[config.mk]
export PLATFORM = sky130hd
export DESIGN_NAME = ismb_top
export DESIGN_NICKNAME = d
export VERILOG_FILES = /design/src/design/ismb_pkg.sv /design/src/design/ismb_top.sv
export VERILOG_INCLUDE_DIRS = /design/src /design/src/design
export SDC_FILE = /design/constraint.sdc
export NUM_CORES = 1
export LEC_CHECK = 0
export ABC_AREA = 1
export BUFFER_PORTS_ARGS = -buffer_cell sky130_fd_sc_hd__buf_4
export CAP_MARGIN = 0
export CORE_MARGIN = 3
export CORE_UTILIZATION = 60
export DETAILED_ROUTE_END_ITERATION = 10
export PLACE_DENSITY = 0.91
export SETUP_SLACK_MARGIN = 0.1
export SYNTH_ARGS = -nofsm -noshare
export SYNTH_HDL_FRONTEND = slang
export SYNTH_SLANG_ARGS = --single-unit
[constraint.sdc]
create_clock -name aclk -period 5.4 [get_ports aclk]
set_input_delay 1.08 -clock aclk [delete_from_list [all_inputs] [get_ports aclk]]
set_output_delay 1.08 -clock aclk [all_outputs]
set_load 0.05 [all_outputs]
[src/design/ismb_consts.svh]
`ifndef ISMB_CONSTS_SVH
`define ISMB_CONSTS_SVH
// register indices, byte address is four times the index
`define ISMB_IDX_RANGE 6'h07
`define ISMB_IDX_SMB 6'h08
`define ISMB_IDX_ADDR2 6'h09
`define ISMB_IDX_LIM_HI 6'h0A
`define ISMB_IDX_LIM_LO 6'h0B
`define ISMB_IDX_CTRL 6'h0C
`define ISMB_IDX_ACK 6'h0D
`define ISMB_IDX_IRQ_STAT 6'h0E
`define ISMB_IDX_IRQ_CLR 6'h0F
`define ISMB_IDX_IRQ_EN 6'h10
// smbus register bit positions
`define ISMB_B_FAST_ACK_ENABLE 7
`define ISMB_B_ALERT 6
`define ISMB_B_SEC 5
`define ISMB_B_TCK 4
`define ISMB_B_SCL_LOW_TIMEOUT_FLAG 3
`define ISMB_B_BUS_FREE_HIGH_TIMEOUT_FLAG 2
`define ISMB_B_SCL_HIGH_SDA_LOW_TIMEOUT_FLAG 1
`define ISMB_B_HIGH_LOW_TIMEOUT_IRQ_ENABLE 0
// interrupt status bit positions
`define ISMB_I_LOW 0
`define ISMB_I_HILO 1
`define ISMB_I_FREE 2
// reset values
`define ISMB_RST_BYTE 8'h00
`define ISMB_RST_IRQ 3'h0
// timeout clock prescaler, 64 module clocks
`define ISMB_PRESC_DIV 64
`define ISMB_PRESC_LAST 6'h3F
// high timeout limit is the low limit divided by 512
`define ISMB_HI_SHIFT 9
// smbus alert response address
`define ISMB_ALERT_ADDR 7'h0C
// axi responses
`define ISMB_RESP_OKAY 2'h0
`define ISMB_RESP_SLVERR 2'h2
`endif

[src/design/ismb_pkg.sv]
package ismb_pkg;
   // acknowledge decision sequencing
   typedef enum logic [1:0] {
      ISMB_ACK_IDLE = 2'b01,
      ISMB_ACK_WAIT = 2'b10
   } ismb_ack_st_t;
   // smbus control and status fields
   typedef struct packed {
      logic fast_ack_enable;
      logic alert_en;
      logic sec_en;
      logic timeout_clock_select;
      logic scl_low_timeout_flag;
      logic bus_free_high_timeout_flag;
      logic scl_high_sda_low_timeout_flag;
      logic high_low_timeout_irq_enable;
   } ismb_smb_t;
   // synchronised bus levels
   typedef struct packed {
      logic scl;
      logic sda;
   } ismb_bus_t;
endpackage

[src/design/ismb_top.sv]
`include "ismb_consts.svh"

// How it works
// - range field bits 7..1 is upper bound
// - nonzero write with match enable arms range
// - range bit 0 reads zero
// - both lines high too long sets free flag
// - bus counts free only after high timeout
// - fast ack picks byte ack timing
// - bit 6 enables alert address match
// - bit 5 enables second address match
// - bit 4 picks clock or clock/64
// - low timeout flag, write one clears
// - zero limit disables low timeout
// - scl high sda low sets flag
// - bit 0 enables high-low interrupt
// - limit from two byte registers
// - second address register holds address
module ismb_top import ismb_pkg::*; (
   input wire logic aclk, // module clock
   input wire logic aresetn, // sync reset, low
   input wire logic [31:0] awaddr, // write address
   input wire logic awvalid, // write address valid
   output logic awready, // write address ready
   input wire logic [31:0] wdata, // write data
   input wire logic [3:0] wstrb, // byte strobes
   input wire logic wvalid, // write data valid
   output logic wready, // write data ready
   output logic [1:0] bresp, // write response
   output logic bvalid, // write response valid
   input wire logic bready, // write response ready
   input wire logic [31:0] araddr, // read address
   input wire logic arvalid, // read address valid
   output logic arready, // read address ready
   output logic [31:0] rdata, // read data
   output logic [1:0] rresp, // read response
   output logic rvalid, // read data valid
   input wire logic rready, // read data ready
   input wire logic scl_in, // scl pin level
   input wire logic sda_in, // sda pin level
   input wire logic [6:0] rx_addr, // received address
   input wire logic rx_addr_valid, // address pulse
   input wire logic byte_rcvd, // data byte received
   output logic addr_match, // address hit
   output logic match_valid, // hit result pulse
   output logic ack_valid, // ack decision pulse
   output logic ack_nack, // 1 nack, 0 ack
   output logic irq // interrupt level
);
   // register index from a byte address, all ones if above 0xFF or unaligned
   function automatic logic [5:0] reg_idx(input logic [31:0] a);
      if (a[31:8] != 24'h000000 || a[1:0] != 2'h0) begin
         return 6'h3F;
      end
      return a[7:2];
   endfunction

   // decoded readable index
   function automatic logic known(input logic [5:0] i);
      return (i >= `ISMB_IDX_RANGE) && (i <= `ISMB_IDX_IRQ_EN);
   endfunction

   logic awready_ff, wready_ff, bvalid_ff, arready_ff, rvalid_ff; // bus flops
   logic [1:0] bresp_ff, rresp_ff; // responses
   logic [31:0] rdata_ff; // read data
   logic aw_hold_ff, w_hold_ff; // captured halves
   logic [5:0] aw_idx_ff; // captured write index
   logic [7:0] wbyte_ff; // captured low byte
   logic wstrb0_ff; // low lane strobe
   logic [6:0] rad_ff; // range bound
   logic range_valid_ff; // range armed
   ismb_smb_t smb_ff; // smbus fields
   logic [6:0] sad_ff; // second address
   logic [15:0] lim_ff; // low timeout limit
   logic [6:0] own_ff; // primary address
   logic range_match_enable_ff; // range match enable
   logic transmit_ack_control_ff; // ack control
   logic [2:0] istat_ff, ien_ff; // interrupt regs
   logic [2:0] scl_s_ff, sda_s_ff; // pin synchronisers
   ismb_bus_t bus_ff; // filtered levels
   logic [5:0] presc_ff; // timeout prescaler
   logic [15:0] low_cnt_ff, hi_cnt_ff; // timeout counters
   logic [1:0] hi_st_ff; // bus levels of the last cycle
   logic low_to_q_ff, hilo_to_q_ff, free_q_ff; // edge memory
   logic addr_match_ff, match_valid_ff; // match outputs
   ismb_ack_st_t ack_st_ff; // ack state
   logic ack_valid_ff, ack_nack_ff, irq_ff; // outputs

   logic wr_go, wr_ok; // write commit
   logic tick; // timeout clock tick
   logic low_to, hi_to, free_to, hilo_to; // timeout conditions
   logic low_ev, hilo_ev, free_ev; // timeout events
   logic [7:0] wb; // committed byte

   assign wr_go = aw_hold_ff && w_hold_ff && !bvalid_ff;
   assign wr_ok = wr_go && wstrb0_ff && known(aw_idx_ff);
   assign wb = wbyte_ff;

   // write channel, address and data taken in either order
   always_ff @(posedge aclk) begin
      if (!aresetn) begin
         awready_ff <= 1'b1;
         wready_ff <= 1'b1;
         aw_hold_ff <= 1'b0;
         w_hold_ff <= 1'b0;
         aw_idx_ff <= 6'h00;
         wbyte_ff <= 8'h00;
         wstrb0_ff <= 1'b0;
         bvalid_ff <= 1'b0;
         bresp_ff <= `ISMB_RESP_OKAY;
      end else begin
         if (awvalid && awready_ff) begin
            aw_hold_ff <= 1'b1;
            aw_idx_ff <= reg_idx(awaddr);
            awready_ff <= 1'b0;
         end
         if (wvalid && wready_ff) begin
            w_hold_ff <= 1'b1;
            wbyte_ff <= wdata[7:0];
            wstrb0_ff <= wstrb[0];
            wready_ff <= 1'b0;
         end
         if (wr_go) begin
            // off-map writes are refused with slverr
            aw_hold_ff <= 1'b0;
            w_hold_ff <= 1'b0;
            bvalid_ff <= 1'b1;
            bresp_ff <= known(aw_idx_ff) ? `ISMB_RESP_OKAY : `ISMB_RESP_SLVERR;
         end
         if (bvalid_ff && bready) begin
            bvalid_ff <= 1'b0;
            awready_ff <= 1'b1;
            wready_ff <= 1'b1;
         end
      end
   end

   // read channel, data registered one edge after address
   always_ff @(posedge aclk) begin
      if (!aresetn) begin
         arready_ff <= 1'b1;
         rvalid_ff <= 1'b0;
         rdata_ff <= 32'h00000000;
         rresp_ff <= `ISMB_RESP_OKAY;
      end else if (arvalid && arready_ff) begin
         arready_ff <= 1'b0;
         rvalid_ff <= 1'b1;
         rresp_ff <= known(reg_idx(araddr)) ? `ISMB_RESP_OKAY : `ISMB_RESP_SLVERR;
         case (reg_idx(araddr))
            `ISMB_IDX_RANGE: rdata_ff <= {24'h000000, rad_ff, 1'b0};
            `ISMB_IDX_SMB: rdata_ff <= {24'h000000, smb_ff};
            `ISMB_IDX_ADDR2: rdata_ff <= {24'h000000, sad_ff, 1'b0};
            `ISMB_IDX_LIM_HI: rdata_ff <= {24'h000000, lim_ff[15:8]};
            `ISMB_IDX_LIM_LO: rdata_ff <= {24'h000000, lim_ff[7:0]};
            `ISMB_IDX_CTRL: rdata_ff <= {24'h000000, own_ff, range_match_enable_ff};
            `ISMB_IDX_ACK: rdata_ff <= {30'h00000000, ack_st_ff == ISMB_ACK_WAIT, transmit_ack_control_ff};
            `ISMB_IDX_IRQ_STAT: rdata_ff <= {29'h00000000, istat_ff};
            `ISMB_IDX_IRQ_EN: rdata_ff <= {29'h00000000, ien_ff};
            // clear register is write only, off map reads zero
            default: rdata_ff <= 32'h00000000;
         endcase
      end else if (rvalid_ff && rready) begin
         rvalid_ff <= 1'b0;
         arready_ff <= 1'b1;
      end
   end

   // plain software registers
   always_ff @(posedge aclk) begin
      if (!aresetn) begin
         rad_ff <= 7'h00;
         range_valid_ff <= 1'b0;
         sad_ff <= 7'h00;
         lim_ff <= 16'h0000;
         own_ff <= 7'h00;
         range_match_enable_ff <= 1'b0;
         transmit_ack_control_ff <= 1'b0;
         ien_ff <= `ISMB_RST_IRQ;
      end else if (wr_ok) begin
         case (aw_idx_ff)
            `ISMB_IDX_RANGE: begin
               rad_ff <= wb[7:1];
               range_valid_ff <= range_match_enable_ff && (wb != 8'h00);
            end
            `ISMB_IDX_ADDR2: sad_ff <= wb[7:1];
            `ISMB_IDX_LIM_HI: lim_ff[15:8] <= wb;
            `ISMB_IDX_LIM_LO: lim_ff[7:0] <= wb;
            `ISMB_IDX_CTRL: begin
               own_ff <= wb[7:1];
               range_match_enable_ff <= wb[0];
            end
            `ISMB_IDX_ACK: transmit_ack_control_ff <= wb[0];
            `ISMB_IDX_IRQ_EN: ien_ff <= wb[2:0];
            default: ;
         endcase
      end
   end

   // smbus register: set of a flag wins over its clear
   always_ff @(posedge aclk) begin
      if (!aresetn) begin
         smb_ff <= ismb_smb_t'(`ISMB_RST_BYTE);
      end else begin
         if (wr_ok && aw_idx_ff == `ISMB_IDX_SMB) begin
            smb_ff.fast_ack_enable <= wb[`ISMB_B_FAST_ACK_ENABLE];
            smb_ff.alert_en <= wb[`ISMB_B_ALERT];
            smb_ff.sec_en <= wb[`ISMB_B_SEC];
            smb_ff.timeout_clock_select <= wb[`ISMB_B_TCK];
            smb_ff.high_low_timeout_irq_enable <= wb[`ISMB_B_HIGH_LOW_TIMEOUT_IRQ_ENABLE];
            if (wb[`ISMB_B_SCL_LOW_TIMEOUT_FLAG]) begin
               smb_ff.scl_low_timeout_flag <= 1'b0;
            end
            if (wb[`ISMB_B_SCL_HIGH_SDA_LOW_TIMEOUT_FLAG]) begin
               smb_ff.scl_high_sda_low_timeout_flag <= 1'b0;
            end
         end
         if (low_ev) begin
            smb_ff.scl_low_timeout_flag <= 1'b1;
         end
         if (hilo_ev) begin
            smb_ff.scl_high_sda_low_timeout_flag <= 1'b1;
         end
         // read only, follows the free state
         smb_ff.bus_free_high_timeout_flag <= free_to;
      end
   end

   // three flop synchronisers; a level counts once flops 2 and 3 agree
   always_ff @(posedge aclk) begin
      if (!aresetn) begin
         scl_s_ff <= 3'h7;
         sda_s_ff <= 3'h7;
         bus_ff <= 2'h3;
      end else begin
         scl_s_ff <= {scl_s_ff[1:0], scl_in};
         sda_s_ff <= {sda_s_ff[1:0], sda_in};
         if (scl_s_ff[1] == scl_s_ff[2]) begin
            bus_ff.scl <= scl_s_ff[2];
         end
         if (sda_s_ff[1] == sda_s_ff[2]) begin
            bus_ff.sda <= sda_s_ff[2];
         end
      end
   end

   // tick every clock or every 64th
   assign tick = smb_ff.timeout_clock_select || (presc_ff == `ISMB_PRESC_LAST);

   // free running prescaler, wraps at 64
   always_ff @(posedge aclk) begin
      if (!aresetn) begin
         presc_ff <= 6'h00;
      end else begin
         presc_ff <= presc_ff + 6'h01;
      end
   end

   assign low_to = (lim_ff != 16'h0000) && !bus_ff.scl && (low_cnt_ff > lim_ff);
   // below the limit the bus is not yet free
   // a line change voids the stale count, else a flag would fire at once
   assign hi_to = (hi_st_ff == bus_ff) && (hi_cnt_ff > {9'h000, lim_ff[15:`ISMB_HI_SHIFT]});
   assign free_to = bus_ff.scl && bus_ff.sda && hi_to;
   assign hilo_to = bus_ff.scl && !bus_ff.sda && hi_to;
   assign low_ev = low_to && !low_to_q_ff;
   assign hilo_ev = hilo_to && !hilo_to_q_ff;
   assign free_ev = free_to && !free_q_ff;

   // low counter, restarts while scl high, saturates
   always_ff @(posedge aclk) begin
      if (!aresetn) begin
         low_cnt_ff <= 16'h0000;
      end else if (bus_ff.scl || lim_ff == 16'h0000) begin
         low_cnt_ff <= 16'h0000;
      end else if (tick && low_cnt_ff != 16'hFFFF) begin
         low_cnt_ff <= low_cnt_ff + 16'h0001;
      end
   end

   // high phase counter restarts on any line change
   always_ff @(posedge aclk) begin
      if (!aresetn) begin
         hi_cnt_ff <= 16'h0000;
         hi_st_ff <= 2'h0;
      end else begin
         hi_st_ff <= bus_ff;
         if (!bus_ff.scl || hi_st_ff != bus_ff) begin
            hi_cnt_ff <= 16'h0000;
         end else if (tick && hi_cnt_ff != 16'hFFFF) begin
            hi_cnt_ff <= hi_cnt_ff + 16'h0001;
         end
      end
   end

   // edge memory so a lasting timeout fires once
   always_ff @(posedge aclk) begin
      if (!aresetn) begin
         low_to_q_ff <= 1'b0;
         hilo_to_q_ff <= 1'b0;
         free_q_ff <= 1'b0;
      end else begin
         low_to_q_ff <= low_to;
         hilo_to_q_ff <= hilo_to;
         free_q_ff <= free_to;
      end
   end

   // sticky status, set beats a clear in the same cycle
   always_ff @(posedge aclk) begin
      if (!aresetn) begin
         istat_ff <= `ISMB_RST_IRQ;
      end else begin
         istat_ff <= (istat_ff & ~((wr_ok && aw_idx_ff == `ISMB_IDX_IRQ_CLR) ? wb[2:0] : 3'h0))
            | {free_ev, hilo_ev, low_ev};
      end
   end

   // flag bit gated by its own enable too
   always_ff @(posedge aclk) begin
      if (!aresetn) begin
         irq_ff <= 1'b0;
      end else begin
         irq_ff <= (|(istat_ff & ien_ff)) || (smb_ff.scl_high_sda_low_timeout_flag && smb_ff.high_low_timeout_irq_enable);
      end
   end

   // address match, one edge after the address pulse
   always_ff @(posedge aclk) begin
      if (!aresetn) begin
         addr_match_ff <= 1'b0;
         match_valid_ff <= 1'b0;
      end else begin
         match_valid_ff <= rx_addr_valid;
         if (rx_addr_valid) begin
            addr_match_ff <= (rx_addr == own_ff)
               || (range_match_enable_ff && range_valid_ff && rx_addr >= own_ff && rx_addr <= rad_ff)
               || (smb_ff.sec_en && rx_addr == sad_ff)
               || (smb_ff.alert_en && rx_addr == `ISMB_ALERT_ADDR);
         end
      end
   end

   // ack now, or wait for software
   always_ff @(posedge aclk) begin
      if (!aresetn) begin
         ack_st_ff <= ISMB_ACK_IDLE;
         ack_valid_ff <= 1'b0;
         ack_nack_ff <= 1'b0;
      end else begin
         ack_valid_ff <= 1'b0;
         case (ack_st_ff)
            ISMB_ACK_IDLE: begin
               if (byte_rcvd && !smb_ff.fast_ack_enable) begin
                  ack_valid_ff <= 1'b1;
                  ack_nack_ff <= transmit_ack_control_ff;
               end else if (byte_rcvd) begin
                  ack_st_ff <= ISMB_ACK_WAIT;
               end
            end
            ISMB_ACK_WAIT: begin
               // software decides this byte's answer
               if (wr_ok && aw_idx_ff == `ISMB_IDX_ACK) begin
                  ack_valid_ff <= 1'b1;
                  ack_nack_ff <= wb[0];
                  ack_st_ff <= ISMB_ACK_IDLE;
               end
            end
            default: ack_st_ff <= ISMB_ACK_IDLE;
         endcase
      end
   end

   assign awready = awready_ff;
   assign wready = wready_ff;
   assign bvalid = bvalid_ff;
   assign bresp = bresp_ff;
   assign arready = arready_ff;
   assign rvalid = rvalid_ff;
   assign rdata = rdata_ff;
   assign rresp = rresp_ff;
   assign addr_match = addr_match_ff;
   assign match_valid = match_valid_ff;
   assign ack_valid = ack_valid_ff;
   assign ack_nack = ack_nack_ff;
   assign irq = irq_ff;

   // helper: index of the read in flight
   logic [5:0] rd_idx_ff;
   always_ff @(posedge aclk) begin
      if (!aresetn) begin
         rd_idx_ff <= 6'h00;
      end else if (arvalid && arready_ff) begin
         rd_idx_ff <= reg_idx(araddr);
      end
   end

   property p_rsv_zero;
      @(posedge aclk) disable iff (!aresetn)
      rvalid_ff && rd_idx_ff == `ISMB_IDX_RANGE |-> rdata_ff[0] == 1'b0;
   endproperty
   a_rsv_zero: assert property (p_rsv_zero) else $error("range bit 0 not zero");

   property p_range_arm;
      @(posedge aclk) disable iff (!aresetn)
      wr_ok && aw_idx_ff == `ISMB_IDX_RANGE && range_match_enable_ff && wb != 8'h00 |=> range_valid_ff;
   endproperty
   a_range_arm: assert property (p_range_arm) else $error("range not armed");

   property p_free_flag;
      @(posedge aclk) disable iff (!aresetn)
      smb_ff.bus_free_high_timeout_flag |-> $past(bus_ff.scl) && $past(bus_ff.sda);
   endproperty
   a_free_flag: assert property (p_free_flag) else $error("free flag without idle bus");

   property p_fast_off_ack;
      @(posedge aclk) disable iff (!aresetn)
      byte_rcvd && !smb_ff.fast_ack_enable && ack_st_ff == ISMB_ACK_IDLE |=> ack_valid_ff && ack_nack_ff == $past(transmit_ack_control_ff);
   endproperty
   a_fast_off_ack: assert property (p_fast_off_ack) else $error("ack not sent on byte");

   property p_alert;
      @(posedge aclk) disable iff (!aresetn)
      rx_addr_valid && smb_ff.alert_en && rx_addr == `ISMB_ALERT_ADDR |=> addr_match_ff;
   endproperty
   a_alert: assert property (p_alert) else $error("alert address missed");

   property p_slow_tick;
      @(posedge aclk) disable iff (!aresetn)
      tick && !smb_ff.timeout_clock_select ##1 !smb_ff.timeout_clock_select |-> (smb_ff.timeout_clock_select || !tick) [*8];
   endproperty
   a_slow_tick: assert property (p_slow_tick) else $error("slow tick too soon");

   property p_zero_limit;
      @(posedge aclk) disable iff (!aresetn)
      lim_ff == 16'h0000 |=> !$rose(smb_ff.scl_low_timeout_flag);
   endproperty
   a_zero_limit: assert property (p_zero_limit) else $error("low timeout with zero limit");

   property p_hilo_irq;
      @(posedge aclk) disable iff (!aresetn)
      smb_ff.scl_high_sda_low_timeout_flag && smb_ff.high_low_timeout_irq_enable |=> irq_ff;
   endproperty
   a_hilo_irq: assert property (p_hilo_irq) else $error("high-low irq missing");

   c_low_to: cover property (@(posedge aclk) disable iff (!aresetn) $rose(smb_ff.scl_low_timeout_flag));
   c_free: cover property (@(posedge aclk) disable iff (!aresetn) $rose(smb_ff.bus_free_high_timeout_flag));
   c_fast_ack: cover property (@(posedge aclk) disable iff (!aresetn)
      ack_st_ff == ISMB_ACK_WAIT ##[1:50] ack_valid_ff);
endmodule

==> metrics, run 1 <==
status finished, final reports clean; die area 14310 um^2; Gate Count Post-Synth 1078; antenna violations before repair 0; post-synthesis sequential area ratio 36.95%; max-slew violations 0; setup TNS 0 ns; global-route wire length before repair 33330 um; Die Span X 119.6 um; clk buf depth 2; Worst Path Arrival 3.44 ns; overall power 2.682 mW; largest net degree at the start of global routing 72; CP Launch Type input pin; half-perimeter wire length after placement 15040 um; Synth Area per Inst 7.187 um^2; highest clock rate 324.2 MHz; post-cts hold buffer count 0; layout cells sized above 1 15.17%; GP Congestion 1.008; Pre-antenna DRT Iters 5; Fin. Hold Viols 0; Slew @ Worst Pin 0.9275 ns; commonest non-fill, non-tap cell in the layout nand2_1; Worst Setup EP rdata[5]$_SDFFE_PN0P_; RR Startpoint aw_idx_ff[0]$_SDFFE_PN0P_; Layout area overhead 18.70%; WL/cell 15.09 um; total number of vias 7699; htree depth 4; DR iter-0 viols 698; antenna cells 0; Area contributors post-synth dfxtp_1 37%, a21oi_1 8.3%, nand2_1 8.0%; clk_lat worst skew 0.43 ns; Mapped Area 7747 um^2; clock sink count 143; Post-CTS Resized 0; #FFs+latches synth 143; r2r setup slk 2.90 ns; io pins 164; commonest cells after routing, fill and taps aside 165 x nand2_1, 147 x inv_1, 143 x dfxtp_1, 128 x a21oi_1, 111 x buf_4; vias per cell 5.657; reg2reg end smb_ff[3]$_SDFFE_PN0P_; Core ar. 12310 um^2; Tcrit/Tclk final 57.13%; max_cap viols 0; grt total ovfl 0; pwr/cell area 291.7 nW/um^2; post-synthesis async set-or-reset flop share 0%; Reg clk slew, reported paths 0.06 ns; DP Area 8557 um^2; final core utilization 74.70%; WHS 0.4119 ns; Crit Path Max Fanout 13; maximum vdd drop 0.2056 mV; crit path from araddr[18]; slew margin rel. 37.94%; Placed Cells 1329; vias in the first global route 7157; crit path time final 3.085 ns; Setup CP Type in -> reg; CP Capture Type register; fillcell total 952; design area 9196 um^2; Non-Filler Instances 1361; cell taking the most area after synthesis dfxtp_1; YS warnings 0; CTS buffer count 17; Finish-stage setup viols 0; number of synthesized flops with an enable pin 0; post-CTS setup buffer count 0; Critical Path RT 5.76 ns; drc violations 0; initial core utilization 62.93%; share of the synthesized area in the top cell type 36.95%; ys flop type dfxtp_1; Final WS setup 2.315 ns; Layout Skew 0.005668 ns; DRT antenna net count 0; WL final 20540 um; Port Buffers 110; leakage power 3.935 nW; R2R cell count 12; Root Driver clkbuf_16; final net count 1340; CTS tree done; all-layer global routing usage 28.48%; pre-CTS WS 1.936 ns; RSZ-0062 raised after global routing no; Tightest Hold Check Type reg -> reg; Netlist cell types 49; Die Span Y 119.6 um; num rows 40
## routing by layer
layer  GRT usage, %  vias to the layer above  share of wire, %
li1               -                     3781                 -
met4          11.45                        0               2.5
met3          5.938                       45               9.0
met2          47.56                      375                47
met1          36.00                     3498                41
met5              0                        -                 0
## cell families after synthesis
kind of cell	share of synthesized area, %
other	0.04840
XOR/XNOR	0.9044
buffers and inverters	11.45
AND/OR/NAND/NOR	25.57
AO/OA/AOI/OAI	18.30
flip-flops	36.95
adder cells (fa/ha/maj)	6.783
## cell type report
| class | count | area [um^2] | area share, % |
|---|---|---|---|
| inverter | 149 | 559.3 | 6.082 |
| timing repair buffer | 111 | 833.3 | 9.061 |
| tap | 168 | 210.2 | 2.286 |
| sequential | 143 | 2863 | 31.13 |
| multi-input combinational | 758 | 4091 | 44.49 |
| clock buffer | 19 | 452.9 | 4.925 |
| clock inverter | 13 | 186.4 | 2.027 |
## registers in the layout, summed over array words and instances (netlist names), 2 cells and up
| register | count |
|---|---|
| smb_ff | 7 |
| low_cnt_ff | 16 |
| ack_st_ff | 2 |
| presc_ff | 6 |
| wb | 8 |
| lim_ff | 16 |
| aw_idx_ff | 6 |
| rdata | 8 |
| hi_st_ff | 2 |
| ien_ff | 3 |
| bus_ff | 2 |
| own_ff | 7 |
| rad_ff | 7 |
| sda_s_ff | 3 |
| scl_s_ff | 3 |
| istat_ff | 3 |
| hi_cnt_ff | 16 |
| sad_ff | 7 |
## report_power, final
part           total [mW]  internal [mW]  leakage [nW]  switching [mW]
clock network        1.26          0.797         0.302           0.467
registers            1.11           1.09          1.16          0.0205
logic               0.311          0.107          2.47           0.204
## worst max-delay path, cell delays in order
cell and delay, ns:
buf_4 0.11, nor2_1 0.14, nand3_1 0.11, nor2_2 0.16, nand4_1 0.10, nor2_1 0.71, nand2_1 0.25, nor2_2 0.28
nand3_1 0.10, nand2_1 0.11, inv_1 0.05, nand2_1 0.06, nand2_1 0.06, a21oi_1 0.13
## worst min-delay path by stage
stage                                       from                      to  slack [ns]  cells after the start
after floorplan           scl_s_ff[0]$_SDFF_PN1_  scl_s_ff[1]$_SDFF_PN1_        0.39                      1
after detailed placement  scl_s_ff[0]$_SDFF_PN1_  scl_s_ff[1]$_SDFF_PN1_        0.40                      1
final                     scl_s_ff[0]$_SDFF_PN1_  scl_s_ff[1]$_SDFF_PN1_        0.41                      1
after global routing      scl_s_ff[0]$_SDFF_PN1_  scl_s_ff[1]$_SDFF_PN1_        0.42                      1
after CTS                 scl_s_ff[0]$_SDFF_PN1_  scl_s_ff[1]$_SDFF_PN1_        0.41                      1
after global placement    scl_s_ff[0]$_SDFF_PN1_  scl_s_ff[1]$_SDFF_PN1_        0.39                      1
## Yosys cell counts, types with 4 or more instances
master,n
nand4_1,30
clkbuf_1,18
nor2_4,8
o21ai_1,4
ha_1,42
nor2_1,90
nor2_2,8
a21oi_1,128
nand2_1,165
nor4_1,17
o31ai_1,8
buf_2,4
dfxtp_1,143
o21ai_0,94
xor2_1,6
nor3_1,19
or2_2,10
a211oi_1,6
buf_4,29
nand3_1,58
o211ai_1,6
inv_1,147
Note: power is estimated with default switching activity, not from simulation.
==> run 2, diff against run 1 <==
--- a/config.mk
+++ b/config.mk
@@ -10,9 +10,9 @@
 export BUFFER_PORTS_ARGS = -buffer_cell sky130_fd_sc_hd__buf_4
 export CAP_MARGIN = 0
 export CORE_MARGIN = 3
-export CORE_UTILIZATION = 60
+export CORE_UTILIZATION = 55
 export DETAILED_ROUTE_END_ITERATION = 10
-export PLACE_DENSITY = 0.91
+export PLACE_DENSITY = 0.84
 export SETUP_SLACK_MARGIN = 0.1
 export SYNTH_ARGS = -nofsm -noshare
 export SYNTH_HDL_FRONTEND = slang
==> constraint.sdc (replaced) <==
create_clock -name aclk -period 2.9 [get_ports aclk]
set_input_delay 0.58 -clock aclk [delete_from_list [all_inputs] [get_ports aclk]]
set_output_delay 0.58 -clock aclk [all_outputs]
set_load 0.05 [all_outputs]
==> metrics, run 2 (synthesis results as in run 1) <==
cell chain of the critical path nor3_1 > nand3_2 > nor2_4 > nand4_1 > o21ai_0 > a21oi_1; maximum vdd drop 0.4226 mV; Final WS setup 0.5731 ns; Fin. Hold Viols 0; biggest regs hi_cnt_ff (16), lim_ff (16), low_cnt_ff (16); antenna cells 0; htree depth 4; global-route wire length before repair 32370 um; antenna violations before repair 0; CP Capture Type register; Slew @ Worst Pin 0.7773 ns; Tightest Hold Check Type in -> reg; Port Buffers 110; Die Span Y 124.7 um; Tcrit/Tclk final 80.24%; vias per cell 5.544; top sig layer met4; slew margin rel. 47.99%; io pins 164; Sequential Power Share 41.7%; Post-CTS Resized 0; RSZ-0062 raised after global routing no; Setup CP Type reg -> reg; half-perimeter wire length after placement 14640 um; Root Driver clkbuf_16; WL/cell 14.51 um; initial core utilization 57.37%; WL final 19940 um; crit path time final 2.327 ns; setup TNS 0 ns; DR iter-0 viols 808; pre-CTS WS 0.3112 ns; commonest non-fill, non-tap cell in the layout nand2_1; Die Span X 124.7 um; vias in the first global route 6926; all-layer global routing usage 24.97%; Max stage delay on crit path 0.52 ns; design area 9234 um^2; DP Area 8605 um^2; met3 routed WL 1694 um; max_cap viols 0; grt total ovfl 0; CTS tree done; highest clock rate 429.8 MHz; GP Congestion 0.9291; Finish-stage setup viols 0; post-CTS setup buffer count 0; WHS 0.3473 ns; final net count 1345; status finished, final reports clean; largest net degree at the start of global routing 71; total number of vias 7617; Core ar. 13510 um^2; Psw 1.297 mW; sw frac 26.26%; Reg clk slew, reported paths 0.06 ns; clk_lat worst skew 0.42 ns; Worst Path Arrival 2.61 ns; clk buf depth 2; clock sink count 143; layout cells sized above 1 15.53%; met2 routed WL 9453 um; Slowest-stage cell, CP nor3_1; Layout Skew 0.006740 ns; DRT met1 WL 8402 um; logic gate share of total power 11.8%; Pre-antenna DRT Iters 5; max-slew violations 0; num rows 42; fillcell total 1127; post-cts hold buffer count 0; cell internal pwr 3.641 mW; drc violations 0; pwr/cell area 534.8 nW/um^2; Layout area overhead 19.19%; share of total power in the clock network 46.5%; DRT antenna net count 0; overall power 4.938 mW; die area 15550 um^2; CTS buffer count 17; CP Launch Type register; Critical Path RT 3.18 ns; Crit Path Max Fanout 16; leakage power 3.958 nW; commonest cells after routing, fill and taps aside 165 x nand2_1, 147 x inv_1, 143 x dfxtp_1, 128 x a21oi_1, 116 x buf_4
==> run 2: changes by cell type in the layout (fill, tap and decap cells not counted), sizes merged <==
cell	change
buf	+5
inv	+4
clkinv	-2
bufinv	-1
clkinvlp	-1
==> run 2: final timing paths <==
| check | startpoint | endpoint | slack, ns | cells past startpoint |
|---|---|---|---|---|
| setup / recovery | bvalid$_SDFFE_PP0P_ | rad_ff[1]$_SDFFE_PN0P_ | 0.57 | 6 |
| hold reg to reg | scl_s_ff[0]$_SDFF_PN1_ | scl_s_ff[1]$_SDFF_PN1_ | 0.42 | 1 |
| hold / removal | scl_in | scl_s_ff[0]$_SDFF_PN1_ | 0.35 | 2 |
| setup reg to reg | bvalid$_SDFFE_PP0P_ | rad_ff[1]$_SDFFE_PN0P_ | 0.57 | 6 |
==> run 2: final cells by class <==
| cell class | instances | area [um^2] | share of cell area, % |
|---|---|---|---|
| multi-input cells | 758 | 4091 | 44.31 |
| flip-flops and latches | 143 | 2863 | 31.00 |
| repair buffers | 116 | 870.8 | 9.431 |
| inverters | 149 | 559.3 | 6.057 |
| clock buffers | 19 | 452.9 | 4.905 |
| well taps | 176 | 220.2 | 2.385 |
| clock inverters | 13 | 176.4 | 1.911 |
==> run 2: routing by layer <==
layer | vias to the layer above | global-route usage, %
met1 | 3468 | 31.93
met4 | 0 | 7.737
li1 | 3786 | -
met2 | 327 | 42.24
met3 | 36 | 5.232
met5 | - | 0
==> run 2: power by group through the flow <==
stage                     Sequential, mW  Clock [mW]  Combinational (mW)
after floorplan                     2.16           0               0.345
after global placement              2.10           0               0.556
after detailed placement            2.10           0               0.568
after CTS                           2.06        2.32               0.579
after global routing                2.07        2.40               0.639
final                               2.06        2.30               0.581
==> run 2: critical path: cells and delay by family (launching register included) <==
kind,cells,cell delay [ns]
AND/OR/NAND/NOR,4,1.37
AO/OA/AOI/OAI,2,0.48
flip-flops,1,0.34
==> run 2: metrics by stage <==
| step | util (%) | cells |
|---|---|---|
| floorplan | - | 1103 |
| global placement | 63.71 | 1342 |
| detailed placement | 63.71 | 1342 |
| CTS | 68.37 | 1374 |
| global route | 68.37 | 1374 |
| finish | 68.37 | 1374 |
==> run 3, diff against run 2 <==
==> constraint.sdc (replaced) <==
create_clock -name aclk -period 2.3 [get_ports aclk]
set_input_delay 0.46 -clock aclk [delete_from_list [all_inputs] [get_ports aclk]]
set_output_delay 0.46 -clock aclk [all_outputs]
set_load 0.05 [all_outputs]
==> metrics, run 3 (synthesis results as in run 1) <==
htree depth 4; status finished, final reports clean; io pins 164; all-layer global routing usage 24.68%; Max stage delay on crit path 0.36 ns; Fin. Hold Viols 0; Worst Path Arrival 2.37 ns; antenna cells 0; Slew @ Worst Pin 0.7436 ns; Port Buffers 110; initial core utilization 57.37%; Worst path top cell family by delay simple AND/OR/NAND/NOR gates; Tcrit/Tclk final 89.23%; clk_lat worst skew 0.43 ns; Root Driver clkbuf_16; multi-input logic area 4126 um^2; RR Startpoint presc_ff[0]$_SDFF_PN0_; setup TNS 0 ns; WL final 19890 um; maximum vdd drop 0.4619 mV; vias in the first global route 6899; CTS buffer count 17; global-route wire length before repair 32080 um; WL/cell 14.19 um; grt total ovfl 0; RSZ-0062 raised after global routing yes; Finish-stage setup viols 0; drc violations 0; GP Congestion 0.9217; largest net degree at the start of global routing 71; crit path from presc_ff[0]$_SDFF_PN0_; num rows 42; Layout area overhead 22.59%; cell chain of the critical path ha_1 > nand2_1 > nor2_4 > a31o_4 > nand2_1 > inv_1 > nand3_1 > nor2_1 > nand2_1 > nor2_1 > nand2_1 > o21ai_0 > a21oi_1; CP Capture Type register; Worst path most repeated cell nand2_1; CTS tree done; die area 15550 um^2; slew margin rel. 50.24%; Layout Skew 0.008581 ns; antenna violations before repair 0; commonest cells after routing, fill and taps aside 164 x nand2_1, 147 x inv_1, 143 x dfxtp_1, 143 x buf_4, 128 x a21oi_1; DR iter-0 viols 568; Register Area 2863 um^2; Die Span Y 124.7 um; biggest regs hi_cnt_ff (16), lim_ff (16), low_cnt_ff (16); Slowest-stage cell, CP dfxtp_1; Die Span X 124.7 um; DRT antenna net count 0; CP Launch Type register; half-perimeter wire length after placement 14610 um; commonest non-fill, non-tap cell in the layout nand2_1; Non-Filler Instances 1402; Pre-antenna DRT Iters 6; pwr/cell area 652.7 nW/um^2; Tightest Hold Check Type in -> reg; clock sink count 143; overall power 6.199 mW; total number of vias 7672; max_cap viols 0; final core utilization 70.33%; Setup CP Type reg -> reg; Critical Path RT 2.61 ns; crit path buf inv count 1; clk buf depth 2; max-slew violations 0; leakage power 4.126 nW; highest clock rate 487.2 MHz; min-delay src sda_in; vias per cell 5.472; fillcell total 1095; Reg clk slew, reported paths 0.06 ns; Crit Path Max Fanout 4; crit path time final 2.052 ns; layout cells sized above 1 17.78%; final net count 1374; Core ar. 13510 um^2; Placed Cells 1359
==> run 3: per-stage QoR <==
stage	instance area (um^2)	setup WS (ns)	hold slack, ns
after CTS	9348	0.2022	0.2174
after global placement	8732	0.06397	0.3937
after global routing	9498	0.08221	0.2165
after floorplan	7841	0.3866	0.3925
after detailed placement	8732	0.03155	0.4004
final	9498	0.2476	0.2170
==> run 3: report_power, final <==
part | internal, mW | switching, mW
clock network | 1.81 | 1.06
logic | 0.256 | 0.472
registers | 2.55 | 0.0470
total | 4.62 | 1.58
==> run 3: final timing paths <==
path / end / slack, ns / cells after the start
setup / recovery: hi_cnt_ff[15]$_SDFFE_PP0P_ / 0.25 / 13
hold / removal: sda_s_ff[0]$_SDFF_PN1_ / 0.22 / 2
setup reg to reg: hi_cnt_ff[15]$_SDFFE_PP0P_ / 0.25 / 13
hold reg to reg: scl_s_ff[1]$_SDFF_PN1_ / 0.41 / 1
==> run 3: area by class of cell <==
| cell class | instances | area share (%) |
|---|---|---|
| clock buffer | 22 | 5.098 |
| clock inverter | 9 | 1.383 |
| inverter | 149 | 5.889 |
| multi-input combinational | 758 | 43.45 |
| sequential | 143 | 30.14 |
| tap | 176 | 2.319 |
| timing repair buffer | 145 | 11.72 |
==> run 3: metal layers <==
metal / vias to the layer above / GRT usage, % / routed length (um)
li1: 3841 / - / -
met5: - / 0 / 0
met4: 0 / 9.413 / 507
met1: 3480 / 32.79 / 8710
met3: 40 / 4.717 / 1510
met2: 311 / 39.79 / 9160
==> run 3: what timing repair did <==
item / in CTS / in global routing
buffers inserted: 0 / 12
setup endpoints to repair: 0 / 35
hold buffers: 0 / 0
resized for setup: 0 / 8
